**src/verilog/wcr_pkg.sv**
```systemverilog
// constants and types for the wetting current configuration registers
// assumes one core clock and a register access port driven by the serial frame decoder
`default_nettype none

package wcr_pkg;

   // register access port geometry
   localparam int unsigned WCR_ADDR_W = 6;
   localparam int unsigned WCR_DATA_W = 24;

   // register offsets
   localparam logic [5:0] WCR_CFG_A_OFFSET = 6'h1d;
   localparam logic [5:0] WCR_CFG_B_OFFSET = 6'h1e;

   // field positions, low bit of each 3-bit strength field, then the two disable bits
   localparam int unsigned WCR_STRENGTH_W = 3;
   localparam int unsigned WCR_POS_IN0_1 = 0;
   localparam int unsigned WCR_POS_IN2_3 = 3;
   localparam int unsigned WCR_POS_IN23 = 18;
   localparam int unsigned WCR_POS_SRC_DIS = 21;
   localparam int unsigned WCR_POS_SINK_DIS = 22;

   // values after reset
   localparam logic [2:0] WCR_STRENGTH_RST = 3'h0;
   localparam logic WCR_DIS_RST = 1'b0;
   localparam logic [23:0] WCR_RDATA_RST = 24'h000000;
   localparam logic [14:0] WCR_LEVEL_RST = 15'h0000;
   localparam logic [4:0] WCR_SYNC_RST = 5'h00;

   // channels handled here: inputs 0, 1, 2, 3 and 23
   localparam int unsigned WCR_NUM_CH = 5;
   localparam int unsigned WCR_CH_IN23 = 4;
   // inputs with a direction-select bit (the rest are fixed sources)
   localparam int unsigned WCR_NUM_DIR_CH = 4;

   // direction-select encoding
   localparam logic WCR_DIR_SOURCE = 1'b0;
   localparam logic WCR_DIR_SINK = 1'b1;

   // strength codes as stored in the registers
   localparam logic [2:0] WCR_CODE_OFF = 3'h0;
   localparam logic [2:0] WCR_CODE_1MA = 3'h1;
   localparam logic [2:0] WCR_CODE_2MA = 3'h2;
   localparam logic [2:0] WCR_CODE_5MA = 3'h3;
   localparam logic [2:0] WCR_CODE_10MA = 3'h4;

   // decoded current level sent to the current sources
   typedef enum logic [2:0] {
      WCR_LVL_OFF = 3'b000,
      WCR_LVL_1MA = 3'b001,
      WCR_LVL_2MA = 3'b010,
      WCR_LVL_5MA = 3'b011,
      WCR_LVL_10MA = 3'b100,
      WCR_LVL_15MA = 3'b101
   } wcr_level_t;

   // level that 10 mA and 15 mA drop to on switch closure
   localparam wcr_level_t WCR_LVL_SCALED = WCR_LVL_2MA;

endpackage

`default_nettype wire

```
**src/verilog/wcr_strength_decode.sv**
```systemverilog
// strength code decoder with closure auto-scaling for one input
// assumes all inputs are on the core clock; purely combinational
`timescale 1ns/1ps
`default_nettype none

module wcr_strength_decode (
   input wire logic [2:0] code, // stored strength code
   input wire logic dir_sink, // 1 = input runs as current sink
   input wire logic closed, // synchronised switch closure
   input wire logic sink_dis, // auto-scaling off for sink inputs
   input wire logic src_dis, // auto-scaling off for source inputs
   output wcr_pkg::wcr_level_t level // level for the current source
);
   import wcr_pkg::*;

   wcr_level_t base;
   logic scale_off;

   // code to nominal level; every code above four means 15 mA
   always_comb begin
      unique case (code)
         WCR_CODE_OFF: base = WCR_LVL_OFF;
         WCR_CODE_1MA: base = WCR_LVL_1MA;
         WCR_CODE_2MA: base = WCR_LVL_2MA;
         WCR_CODE_5MA: base = WCR_LVL_5MA;
         WCR_CODE_10MA: base = WCR_LVL_10MA;
         3'h5, 3'h6, 3'h7: base = WCR_LVL_15MA;
      endcase
   end

   // direction picks which disable bit governs this input
   assign scale_off = dir_sink ? sink_dis : src_dis;

   // only the high settings are scaled, and only while the switch is closed
   always_comb begin
      level = base;
      if (closed && !scale_off && (base == WCR_LVL_10MA || base == WCR_LVL_15MA)) begin
         level = WCR_LVL_SCALED;
      end
   end

endmodule

`default_nettype wire

```
**src/verilog/wcr_regs.sv**
```systemverilog
// wetting current configuration registers with per-input level decode
// assumes the serial frame decoder drives the access port on core_clk,
// and switch closure levels arrive asynchronously from the comparators;
// direction bits come from the register file on the same clock
`timescale 1ns/1ps
`default_nettype none

// Function
// - strength code 0 none, 1 1mA, 2 2mA, 3 5mA, 4 10mA, 5-7 15mA.
// - inputs 2 and 3 share a read/write field, bits 5:3 of word a, reset 0.
// - inputs 0 and 1 share a read/write field, bits 2:0 of word a, reset 0.
// - word b sits at offset 1Eh and resets to all zeros.
// - bit 22 set stops closure scaling of 10/15 mA on sink inputs.
// - bit 21 does the same for inputs running as current sources.
// - input 23 has its own read/write field, bits 20:18 of word b, reset 0.
// - direction bit 0 means source, 1 means sink; picks governing disable bit.
module wcr_regs #(
   parameter int unsigned SYNC_STAGES = 2 // closure synchroniser depth
) (
   input wire logic core_clk, // core clock, 250 MHz
   input wire logic rst_n, // synchronous reset, active low
   input wire logic [5:0] reg_addr, // register offset
   input wire logic reg_wr_en, // write strobe, one cycle
   input wire logic reg_rd_en, // read strobe, one cycle
   input wire logic [23:0] reg_wdata, // write data
   output logic [23:0] reg_rdata, // read data, registered
   output logic reg_rd_valid, // read data valid pulse
   output logic reg_addr_hit, // address belongs to this block
   input wire logic [3:0] current_source_select, // direction bits inputs 0-3
   input wire logic [4:0] switch_closed_pin, // closure, inputs 0,1,2,3,23
   output logic [2:0] strength_inputs_0_1, // stored code, inputs 0/1
   output logic [2:0] strength_inputs_2_3, // stored code, inputs 2/3
   output logic [2:0] strength_input_23, // stored code, input 23
   output logic sink_autoscale_disable, // stored disable, sink inputs
   output logic source_autoscale_disable, // stored disable, source inputs
   output logic [14:0] wet_level // decoded level, 3 bits per channel
);
   import wcr_pkg::*;

   // configuration state
   logic [2:0] str01_r, str01_nxt;
   logic [2:0] str23_r, str23_nxt;
   logic [2:0] str_in23_r, str_in23_nxt;
   logic sink_dis_r, sink_dis_nxt;
   logic src_dis_r, src_dis_nxt;

   // read return state
   logic [23:0] rdata_r, rdata_nxt;
   logic rd_valid_r, rd_valid_nxt;

   // read images of both words
   logic [23:0] word_a_view, word_b_view;

   // closure synchroniser and level outputs
   logic [4:0] sync_r [SYNC_STAGES];
   logic [4:0] sync_nxt [SYNC_STAGES];
   logic [4:0] closed_s;
   logic [14:0] level_r, level_nxt;
   logic hit_a, hit_b;
   logic [2:0] ch_code [WCR_NUM_CH];
   logic [WCR_NUM_CH-1:0] ch_sink;
   wcr_level_t ch_level [WCR_NUM_CH];

   // word a, 0x1d: bits 5:3 inputs 2/3, bits 2:0 inputs 0/1
   // word b, 0x1e: bit 22 sink disable, bit 21 source disable, bits 20:18 input 23
   // nothing else of either word is stored here, so other bits read zero
   // exact offset match; a stray address never touches a field
   assign hit_a = (reg_addr == WCR_CFG_A_OFFSET);
   assign hit_b = (reg_addr == WCR_CFG_B_OFFSET);
   assign reg_addr_hit = hit_a | hit_b;

   // register writes; other addresses leave all fields alone
   // a read in the same cycle still returns the old value
   always_comb begin
      str01_nxt = str01_r;
      str23_nxt = str23_r;
      str_in23_nxt = str_in23_r;
      sink_dis_nxt = sink_dis_r;
      src_dis_nxt = src_dis_r;
      // word a takes only its two pair fields
      if (reg_wr_en && hit_a) begin
         str01_nxt = reg_wdata[WCR_POS_IN0_1 +: WCR_STRENGTH_W];
         str23_nxt = reg_wdata[WCR_POS_IN2_3 +: WCR_STRENGTH_W];
      end
      // only the three fields of word b take data; the rest is dropped
      if (reg_wr_en && hit_b) begin
         str_in23_nxt = reg_wdata[WCR_POS_IN23 +: WCR_STRENGTH_W];
         src_dis_nxt = reg_wdata[WCR_POS_SRC_DIS];
         sink_dis_nxt = reg_wdata[WCR_POS_SINK_DIS];
      end
   end

   // live images of both words; unimplemented bits stay zero
   always_comb begin
      word_a_view = WCR_RDATA_RST;
      word_b_view = WCR_RDATA_RST;
      word_a_view[WCR_POS_IN0_1 +: WCR_STRENGTH_W] = str01_r;
      word_a_view[WCR_POS_IN2_3 +: WCR_STRENGTH_W] = str23_r;
      word_b_view[WCR_POS_IN23 +: WCR_STRENGTH_W] = str_in23_r;
      word_b_view[WCR_POS_SRC_DIS] = src_dis_r;
      word_b_view[WCR_POS_SINK_DIS] = sink_dis_r;
   end

   // read mux; a miss answers zero with valid so the frame never stalls
   always_comb begin
      rdata_nxt = rdata_r;
      rd_valid_nxt = reg_rd_en;
      if (reg_rd_en) begin
         rdata_nxt = WCR_RDATA_RST;
         if (hit_a) begin
            rdata_nxt = word_a_view;
         end
         if (hit_b) begin
            rdata_nxt = word_b_view;
         end
      end
   end

   // register state; everything clears under reset
   // synchronous clear only, the core clock keeps running through reset
   always_ff @(posedge core_clk) begin
      if (!rst_n) begin
         str01_r <= WCR_STRENGTH_RST;
         str23_r <= WCR_STRENGTH_RST;
         str_in23_r <= WCR_STRENGTH_RST;
         sink_dis_r <= WCR_DIS_RST;
         src_dis_r <= WCR_DIS_RST;
         rdata_r <= WCR_RDATA_RST;
         rd_valid_r <= 1'b0;
      end else begin
         str01_r <= str01_nxt;
         str23_r <= str23_nxt;
         str_in23_r <= str_in23_nxt;
         sink_dis_r <= sink_dis_nxt;
         src_dis_r <= src_dis_nxt;
         rdata_r <= rdata_nxt;
         rd_valid_r <= rd_valid_nxt;
      end
   end

   // outputs straight from the flops, no decode in between
   assign reg_rdata = rdata_r;
   assign reg_rd_valid = rd_valid_r;
   assign strength_inputs_0_1 = str01_r;
   assign strength_inputs_2_3 = str23_r;
   assign strength_input_23 = str_in23_r;
   assign sink_autoscale_disable = sink_dis_r;
   assign source_autoscale_disable = src_dis_r;

   // closure pins are asynchronous; stage one feeds only stage two,
   // so no decode logic ever sees a possibly metastable value
   always_comb begin
      sync_nxt[0] = switch_closed_pin;
      for (int s = 1; s < SYNC_STAGES; s++) begin
         sync_nxt[s] = sync_r[s-1];
      end
   end

   always_ff @(posedge core_clk) begin
      if (!rst_n) begin
         for (int s = 0; s < SYNC_STAGES; s++) begin
            sync_r[s] <= WCR_SYNC_RST;
         end
      end else begin
         for (int s = 0; s < SYNC_STAGES; s++) begin
            sync_r[s] <= sync_nxt[s];
         end
      end
   end

   // only the last stage leaves the synchroniser
   assign closed_s = sync_r[SYNC_STAGES-1];

   // map shared fields onto channels; input 23 is always a source
   // pairs share one code each, since the word has one field per pair
   always_comb begin
      ch_code[0] = str01_r;
      ch_code[1] = str01_r;
      ch_code[2] = str23_r;
      ch_code[3] = str23_r;
      ch_code[WCR_CH_IN23] = str_in23_r;
      ch_sink = {WCR_DIR_SOURCE, current_source_select};
   end

   // one decoder per channel
   // input 23 has no direction bit, so its slot is tied to source mode
   for (genvar c = 0; c < WCR_NUM_CH; c++) begin : g_ch
      wcr_strength_decode u_dec (
         .code(ch_code[c]),
         .dir_sink(ch_sink[c]),
         .closed(closed_s[c]),
         .sink_dis(sink_dis_r),
         .src_dis(src_dis_r),
         .level(ch_level[c])
      );
   end

   // pack levels; registered so the current sources see clean steps
   // the extra cycle is negligible beside switch bounce times
   always_comb begin
      level_nxt = WCR_LEVEL_RST;
      for (int c = 0; c < WCR_NUM_CH; c++) begin
         level_nxt[c*3 +: 3] = ch_level[c];
      end
   end

   // level register; clears with the fields so no current flows after reset
   always_ff @(posedge core_clk) begin
      if (!rst_n) begin
         level_r <= WCR_LEVEL_RST;
      end else begin
         level_r <= level_nxt;
      end
   end

   // levels leave straight from their register
   assign wet_level = level_r;

endmodule

`default_nettype wire

```
**config.mk**
```make
export PLATFORM = sky130hd
export DESIGN_NAME = wcr_regs
export DESIGN_NICKNAME = d
export VERILOG_FILES = /design/src/verilog/wcr_pkg.sv /design/src/verilog/wcr_strength_decode.sv /design/src/verilog/wcr_regs.sv
export SDC_FILE = /design/constraint.sdc
export NUM_CORES = 1
export LEC_CHECK = 0
export ABC_AREA = 1
export ABC_CLOCK_PERIOD_IN_PS = 1500
export BUFFER_PORTS_ARGS = -buffer_cell sky130_fd_sc_hd__buf_4
export CORE_MARGIN = 3
export CORE_UTILIZATION = 50
export CTS_CLUSTER_DIAMETER = 30
export DETAILED_ROUTE_END_ITERATION = 10
export GPL_TIMING_DRIVEN = 0
export PLACE_DENSITY = 0.84
export SLEW_MARGIN = 15
export SYNTH_ARGS = -nofsm -noshare
export SYNTH_HDL_FRONTEND = slang
export SYNTH_HIERARCHICAL = 1
export SYNTH_SLANG_ARGS = --single-unit
```
**constraint.sdc**
```tcl
create_clock -name core_clk -period 1.5 [get_ports core_clk]
set_input_delay 0.3 -clock core_clk [delete_from_list [all_inputs] [get_ports core_clk]]
set_output_delay 0.3 -clock core_clk [all_outputs]
set_load 0.02 [all_outputs]
```
==> results.md, run 1 <==
- Worst min-delay path category: input pin to register
- Number of detailed-routing iterations run before antenna repair: 4
- Yosys warning total: 6
- Layout overhead on the synthesized area: 34.70%
- Count of input and output buffers: 68
- Highest-delay cell along the critical path: sky130_fd_sc_hd__nor2_4
- Leftover overflow at the end of global routing: 0
- Cell depth of the worst min-delay path: 3
- Slowest cell delay on critical path: 0.20 ns
- Clock latency of the later-clocked register in the worst-skew pair: 0.29 ns
- Worst r2r dst: wet_level[0]
- Flop and latch count out of synthesis: 48
- Ordered cell list for the critical path: buf_4, inv_1, nand2_1, nor2_4, nand2_2, nand2_1, buf_4
- Post-synthesis async set-or-reset flop share: 0
- Number of instances in the synthesized netlist: 312
- Reg2reg setup slack: 0.41 ns
- Number of DRC violations after detailed routing: 0
- Number of clock buffers inserted by TritonCTS: 5
- Summed instance area of the synthesized netlist: 0.002175 sq mm
- Static leakage: 1.739 nW
- Initial cell density of the core: 0.5321
- Layout cells sized above 1: 0.2836
- Hold Path Origin: switch_closed_pin[4]
- Final number of hold-violating endpoints: 0
- Period minus WS final: 1.420 ns
- Vias post-DR: 1,979
- Placer Congestion: 0.8659
- Setup violations, final: 0
- Fin crit share: 0.9470
- Layout fillers: 361
- Die footprint: 0.005177 sq mm
- Cell types with the largest area share after synthesis: sky130_fd_sc_hd__dfxtp_1 44%, sky130_fd_sc_hd__nand2_1 15%, sky130_fd_sc_hd__inv_1 15%
- Distinct cell type count after synthesis: 18
- Iteration-0 DRC Markers: 112
- WP data required: 1.20 ns
- Fraction of synthesized cell area taken by the top area cell type: 0.4419
- Post-layout util: 0.7168
- Clock root buffer: sky130_fd_sc_hd__clkbuf_8
- Initial antenna violation count: 0
- Total of max-cap violations: 0
- CTS Sinks: 48
- Number of antenna diodes: 0
- Wirelength, routed: 4683 microns
- Dominant cell by count in the synthesized netlist: sky130_fd_sc_hd__nand2_1
- Power after layout: 2.540 mW
- Horizontal extent of the die: 71.95 microns
- CP Capture Type: primary output
- Top cells by instance count after synthesis: 88 x sky130_fd_sc_hd__nand2_1, 87 x sky130_fd_sc_hd__inv_1, 48 x sky130_fd_sc_hd__dfxtp_1, 14 x sky130_fd_sc_hd__buf_4
- Setup crit start kind: input pin
- Count of final max-slew check failures: 0
- Largest net degree at the start of global routing: 15
- Routed length per instance: 10.36 microns
- HPWL after DPL: 3550 microns
- Number of cells on the worst reg-to-reg path: 7
- Number of primary I/O pins: 95
- Category of the critical setup timing path: input pin to primary output
- Total GRT Usage: 0.1916
- Average size of a mapped cell: 6.970 sq um
- First-pass GRT wire length: 7824 microns
- CTS Hold Bufs: 0
- Critical-path maximum fanout: 7
- Tightest hold margin: 0.1828 ns
- Timing-limited maximum frequency: 704.0 MHz
- Endpoint of the worst hold-timing path: sync_r[0][4]
- DRT antenna net count: 0
- Top_reg_cell synth: sky130_fd_sc_hd__dfxtp_1
- Post-synth top area cell: sky130_fd_sc_hd__dfxtp_1
- Unrepaired setup endpoints after global routing: no
- Number of standard-cell rows in the floorplan: 23
- Power density of the placed cells: 867.3 mW/mm^2
- R2R Path Start: strength_inputs_0_1[2]
- Number of buffers on the longest clock path: 2
- CTS tree: yes
- Floorplan core area: 0.004086 sq mm
- Vias in the first global route: 1,817
- Arrival @ worst endpoint: 1.12 ns
- Die outline height: 71.95 microns
- Sequential cell area fraction in the yosys report: 0.4419
- Clock-pin slew reported for the worst setup and hold paths after clock tree synthesis: 0.08 ns
- Worst Skew: 0.004527 ns
- Total number of H-tree levels: 2
- Result of the run: completed
- Number of enable-type register cells in the synthesized netlist: 0
- Layout net count: 444
- Max VDD drop: 0.5233 mV
- Aggregate negative setup slack: 0 ns
- Number of vias per cell after detailed routing: 4.378
==> state kept, by name, indices dropped and copies added, names as in the netlist <==
| register | flops |
|---|---|
| sink_autoscale_disable | 1 |
| source_autoscale_disable | 1 |
| strength_inputs_2_3 | 3 |
| reg_rdata | 11 |
| strength_input_23 | 3 |
| reg_rd_valid | 1 |
| sync_r | 10 |
| strength_inputs_0_1 | 3 |
| wet_level | 15 |
==> routing by layer <==
| layer | routed length, microns | global-route usage |
|---|---|---|
| met5 | 0 | 0 |
| met3 | 362 | 0.03878 |
| met1 | 1927 | 0.2299 |
| met4 | 82 | 0.07933 |
| met2 | 2309 | 0.3337 |
==> critical path: cells and delay by family <==
family / cells / cell delay, ns
buf+inv: 3 / 0.28
simple gates: 4 / 0.53
==> area by class of cell <==
| cell class | instances | area, sq um | area share |
|---|---|---|---|
| Multi-Input combinational cell | 168 | 795.8 | 0.2717 |
| Buffer | 22 | 142.6 | 0.04870 |
| Tap cell | 50 | 62.56 | 0.02136 |
| Inverter | 88 | 330.3 | 0.1128 |
| Sequential cell | 48 | 960.9 | 0.3281 |
| Timing Repair Buffer | 68 | 510.5 | 0.1743 |
| Clock inverter | 1 | 30.03 | 0.01025 |
| Clock buffer | 7 | 96.34 | 0.03289 |
==> per-stage QoR <==
step / std cells / instance area (sq um) / setup WS (ns)
finish: 452 / 2929 / 0.07950
global route: 452 / 2929 / 0.01241
CTS: 452 / 2927 / 0.02239
detailed placement: 444 / 2800 / 0.02664
global placement: 444 / 2800 / 0.04144
floorplan: 326 / 2227 / 0.3053
==> layout by cell type, fill, tap and decap left out <==
cell type                    n
sky130_fd_sc_hd__a21o_2      5
sky130_fd_sc_hd__buf_2       6
sky130_fd_sc_hd__buf_4      82
sky130_fd_sc_hd__bufinv_16   1
sky130_fd_sc_hd__clkbuf_1    2
sky130_fd_sc_hd__clkbuf_8    7
sky130_fd_sc_hd__conb_1     15
sky130_fd_sc_hd__dfxtp_1    48
sky130_fd_sc_hd__inv_1      87
sky130_fd_sc_hd__inv_2       1
sky130_fd_sc_hd__nand2_1    87
sky130_fd_sc_hd__nand2_2     2
sky130_fd_sc_hd__nand3_1    11
sky130_fd_sc_hd__nand3_2     6
sky130_fd_sc_hd__nand3_4     1
sky130_fd_sc_hd__nand4_1    11
sky130_fd_sc_hd__nor2_1     11
sky130_fd_sc_hd__nor2_4      3
sky130_fd_sc_hd__o21ai_0     8
sky130_fd_sc_hd__o21ai_1     8
==> kinds of logic (layout without fill, tap and decap cells) <==
group,after synthesis,in the layout,synth area share
other,1,15,0.001724
AO/OA/AOI/OAI,21,21,0.05696
flip-flops,48,48,0.4419
buffers and inverters,110,186,0.2175
AND/OR/NAND/NOR,132,132,0.2819
==> power breakdown <==
part           internal [mW]  switching (mW)  leakage [nW]
combinational          0.107           0.131          1.29
clock                  0.588           0.415        0.0645
sequential              1.29         0.00876         0.389
==> how the worst max path moves through the flow <==
stage / slack, ns / from / cells after the start / endpoint
floorplan: 0.31 / reg_addr[5] / 5 / reg_addr_hit
global placement: 0.04 / reg_addr[5] / 7 / reg_addr_hit
finish: 0.08 / reg_addr[5] / 7 / reg_addr_hit
detailed placement: 0.03 / reg_addr[5] / 7 / reg_addr_hit
global route: 0.01 / reg_addr[5] / 7 / reg_addr_hit
CTS: 0.02 / reg_addr[5] / 7 / reg_addr_hit
==> timing repair <==
item,CTS,global route
endpoints found under the setup margin,0,1
resized for setup,0,1
buffers inserted,0,0
No activity file was read; power rests on OpenSTA's default activity.
==> run 2, diff against run 1 <==
--- a/config.mk
+++ b/config.mk
@@ -6,7 +6,7 @@
 export NUM_CORES = 1
 export LEC_CHECK = 0
 export ABC_AREA = 1
-export ABC_CLOCK_PERIOD_IN_PS = 1500
+export ABC_CLOCK_PERIOD_IN_PS = 1800
 export BUFFER_PORTS_ARGS = -buffer_cell sky130_fd_sc_hd__buf_4
 export CORE_MARGIN = 3
 export CORE_UTILIZATION = 50
==> constraint.sdc (replaced) <==
create_clock -name core_clk -period 1.8 [get_ports core_clk]
set_input_delay 0.36 -clock core_clk [delete_from_list [all_inputs] [get_ports core_clk]]
set_output_delay 0.36 -clock core_clk [all_outputs]
set_load 0.02 [all_outputs]
==> results.md, run 2 (synthesis gave the netlist of run 1 again) <==
- Area of the multi-input gates: 793.3 sq um (was 795.8 sq um)
- R2R Path Start: strength_inputs_0_1[2] (unchanged)
- Vias post-DR: 1,971 (was 1,979)
- Number of detailed-routing iterations run before antenna repair: 4 (unchanged)
- Most used cells in the layout excluding fill and tap cells: 88 x sky130_fd_sc_hd__nand2_1, 87 x sky130_fd_sc_hd__inv_1, 82 x sky130_fd_sc_hd__buf_4 (was 87 x sky130_fd_sc_hd__nand2_1, 87 x sky130_fd_sc_hd__inv_1, 82 x sky130_fd_sc_hd__buf_4)
- Number of primary I/O pins: 95 (unchanged)
- Unrepaired setup endpoints after global routing: no (unchanged)
- Design area: 0.002927 sq mm (was 0.002929 sq mm)
- Result of the run: completed (unchanged)
- Iteration-0 DRC Markers: 112 (unchanged)
- Leading cell type in the layout, fill and taps excluded: sky130_fd_sc_hd__nand2_1
- Clock share of power: 0.396 (was 0.395)
- Highest-delay cell along the critical path: sky130_fd_sc_hd__nor2_4 (unchanged)
- Timing-limited maximum frequency: 632.9 MHz
- Number of vias per cell after detailed routing: 4.361 (was 4.378)
- Routed length per instance: 10.35 microns (was 10.36 microns)
- Initial cell density of the core: 0.5321 (unchanged)
- Timing endpoint of the critical path: reg_addr_hit (unchanged)
- Worst min-delay path category: input pin to register (unchanged)
- Fin crit share: 0.8777
- Aggregate negative setup slack: 0 ns (unchanged)
- WP data required: 1.44 ns (was 1.20 ns)
- Power Internal: 1.655 mW (was 1.986 mW)
- Post-layout util: 0.7162 (was 0.7168)
- Clock-pin slew reported for the worst setup and hold paths after clock tree synthesis: 0.08 ns (about the same)
- Proportion of total power due to net switching: 0.2192 (was 0.2181)
- Register area: 960.9 sq um (unchanged)
- Ordered cell list for the critical path: buf_4, inv_1, nand2_1, nor2_4, nand2_1, nand2_1, buf_4 (was buf_4, inv_1, nand2_1, nor2_4, nand2_2, nand2_1, buf_4)
- Slowest cell delay on critical path: 0.19 ns (was 0.20 ns)
- Arrival @ worst endpoint: 1.22 ns (was 1.12 ns)
- Count of instances resized after the clock tree is built: 0 (unchanged)
- DP Area: 0.002800 sq mm (unchanged)
- Largest net degree at the start of global routing: 15 (unchanged)
- Setup crit start kind: input pin (unchanged)
- Number of DRC violations after detailed routing: 0 (unchanged)
- DRT antenna net count: 0 (unchanged)
- CTS tree: yes (unchanged)
- Number of antenna diodes: 0 (unchanged)
- Power density of the placed cells: 724.4 mW/mm^2 (was 867.3 mW/mm^2)
- Post-CTS setup repair buffer count: 0 (unchanged)
- Initial antenna violation count: 0 (unchanged)
- Reg2reg setup slack: 0.71 ns (was 0.41 ns)
- Layout overhead on the synthesized area: 34.58% (was 34.70%)
- Count of input and output buffers: 68 (unchanged)
- Worst Setup SP: reg_addr[5] (unchanged)
- Total of max-cap violations: 0 (unchanged)
- Clock latency of the later-clocked register in the worst-skew pair: 0.30 ns (was 0.29 ns)
- Sequential power share: 0.511 (was 0.512)
- Total number of H-tree levels: 2 (unchanged)
- Leftover overflow at the end of global routing: 0 (unchanged)
- Worst r2r dst: wet_level[0] (unchanged)
- Floorplan core area: 0.004086 sq mm (unchanged)
- Layout net count: 444 (unchanged)
- Max VDD drop: 0.4361 mV (was 0.5233 mV)
- Number of cells on the worst reg-to-reg path: 7 (unchanged)
- HPWL after DPL: 3550 microns (unchanged)
- Most frequent cell on the critical path: sky130_fd_sc_hd__nand2_1
- Layout fillers: 362 (was 361)
- CTS Sinks: 48 (unchanged)
- Net switching power: 0.4648 mW (was 0.5542 mW)
- Setup violations, final: 0 (unchanged)
- Static leakage: 1.739 nW (about the same)
- Die outline height: 71.95 microns (unchanged)
- Horizontal extent of the die: 71.95 microns (unchanged)
- Wirelength, routed: 4679 microns (was 4683 microns)
- Worst Skew: 0.004841 ns (was 0.004527 ns)
- Number of buffers on the longest clock path: 2 (unchanged)
- First-pass GRT wire length: 7824 microns (unchanged)
- Period minus WS final: 1.580 ns
- Total GRT Usage: 0.1916 (unchanged)
- Die footprint: 0.005177 sq mm (unchanged)
- Number of standard-cell rows in the floorplan: 23 (unchanged)
- Max reg flops: 15 (unchanged)
- Critical-path maximum fanout: 6 (was 7)
- Count of final max-slew check failures: 0 (unchanged)
- Placer Congestion: 0.8659 (unchanged)
- Number of clock buffers inserted by TritonCTS: 5 (unchanged)
- Vias in the first global route: 1,817 (unchanged)
- Layout cells sized above 1: 0.2811 (was 0.2836)
- CP Capture Type: primary output (unchanged)
- Relative contribution of combinational cells to total power: 0.093 (was 0.094)
- CTS Hold Bufs: 0 (unchanged)
- Clock root buffer: sky130_fd_sc_hd__clkbuf_8 (unchanged)
- Tightest hold margin: 0.2392 ns (was 0.1828 ns)
- Category of the critical setup timing path: input pin to primary output (unchanged)
- Final number of hold-violating endpoints: 0 (unchanged)
## run 2: metal layers
metal  GRT usage  wire length [microns]  vias to the layer above
met5           0                      0                        -
met4     0.07933                     84                        0
met2      0.3337                   2286                       71
met3     0.03878                    362                        7
li1            -                      -                     1052
met1      0.2299                   1945                      841
## run 2: through the flow
step                      total power, mW  std cells  setup slack [ns]
final                               2.120        452            0.2201
after global routing                2.194        452            0.1512
after CTS                           2.128        452            0.2024
after detailed placement            1.305        444            0.2066
after global placement              1.301        444            0.2214
after floorplan                     1.226        326            0.4853
## run 2: critical path, delay by kind of cell
kind	cells	cell delay, ns
buffers and inverters	3	0.28
AND/OR/NAND/NOR	4	0.57
## run 2: layout make-up
cell class | instances | area share
sequential | 48 | 0.3283
multi-input combinational | 168 | 0.2711
timing repair buffer | 68 | 0.1744
inverter | 88 | 0.1129
buffer | 22 | 0.04874
clock buffer | 7 | 0.03292
tap | 50 | 0.02138
clock inverter | 1 | 0.01026
## run 2: power groups by stage
| stage | Sequential (mW) | Combinational, mW | Clock (mW) |
|---|---|---|---|
| after floorplan | 1.11 | 0.115 | 0 |
| after CTS | 1.08 | 0.198 | 0.848 |
| after global routing | 1.09 | 0.218 | 0.890 |
| after detailed placement | 1.11 | 0.197 | 0 |
| after global placement | 1.11 | 0.194 | 0 |
| final | 1.08 | 0.198 | 0.839 |
## run 2: worst min path at each step
| stage | start | endpoint | slack (ns) | depth (start not counted) |
|---|---|---|---|---|
| after floorplan | sync_r[0][0] | sync_r[0][5] | 0.39 | 2 |
| after global placement | sync_r[0][1] | sync_r[0][6] | 0.39 | 2 |
| after detailed placement | sync_r[0][1] | sync_r[0][6] | 0.40 | 2 |
| after CTS | switch_closed_pin[4] | sync_r[0][4] | 0.23 | 3 |
| after global routing | switch_closed_pin[1] | sync_r[0][1] | 0.24 | 3 |
| final | switch_closed_pin[4] | sync_r[0][4] | 0.24 | 3 |
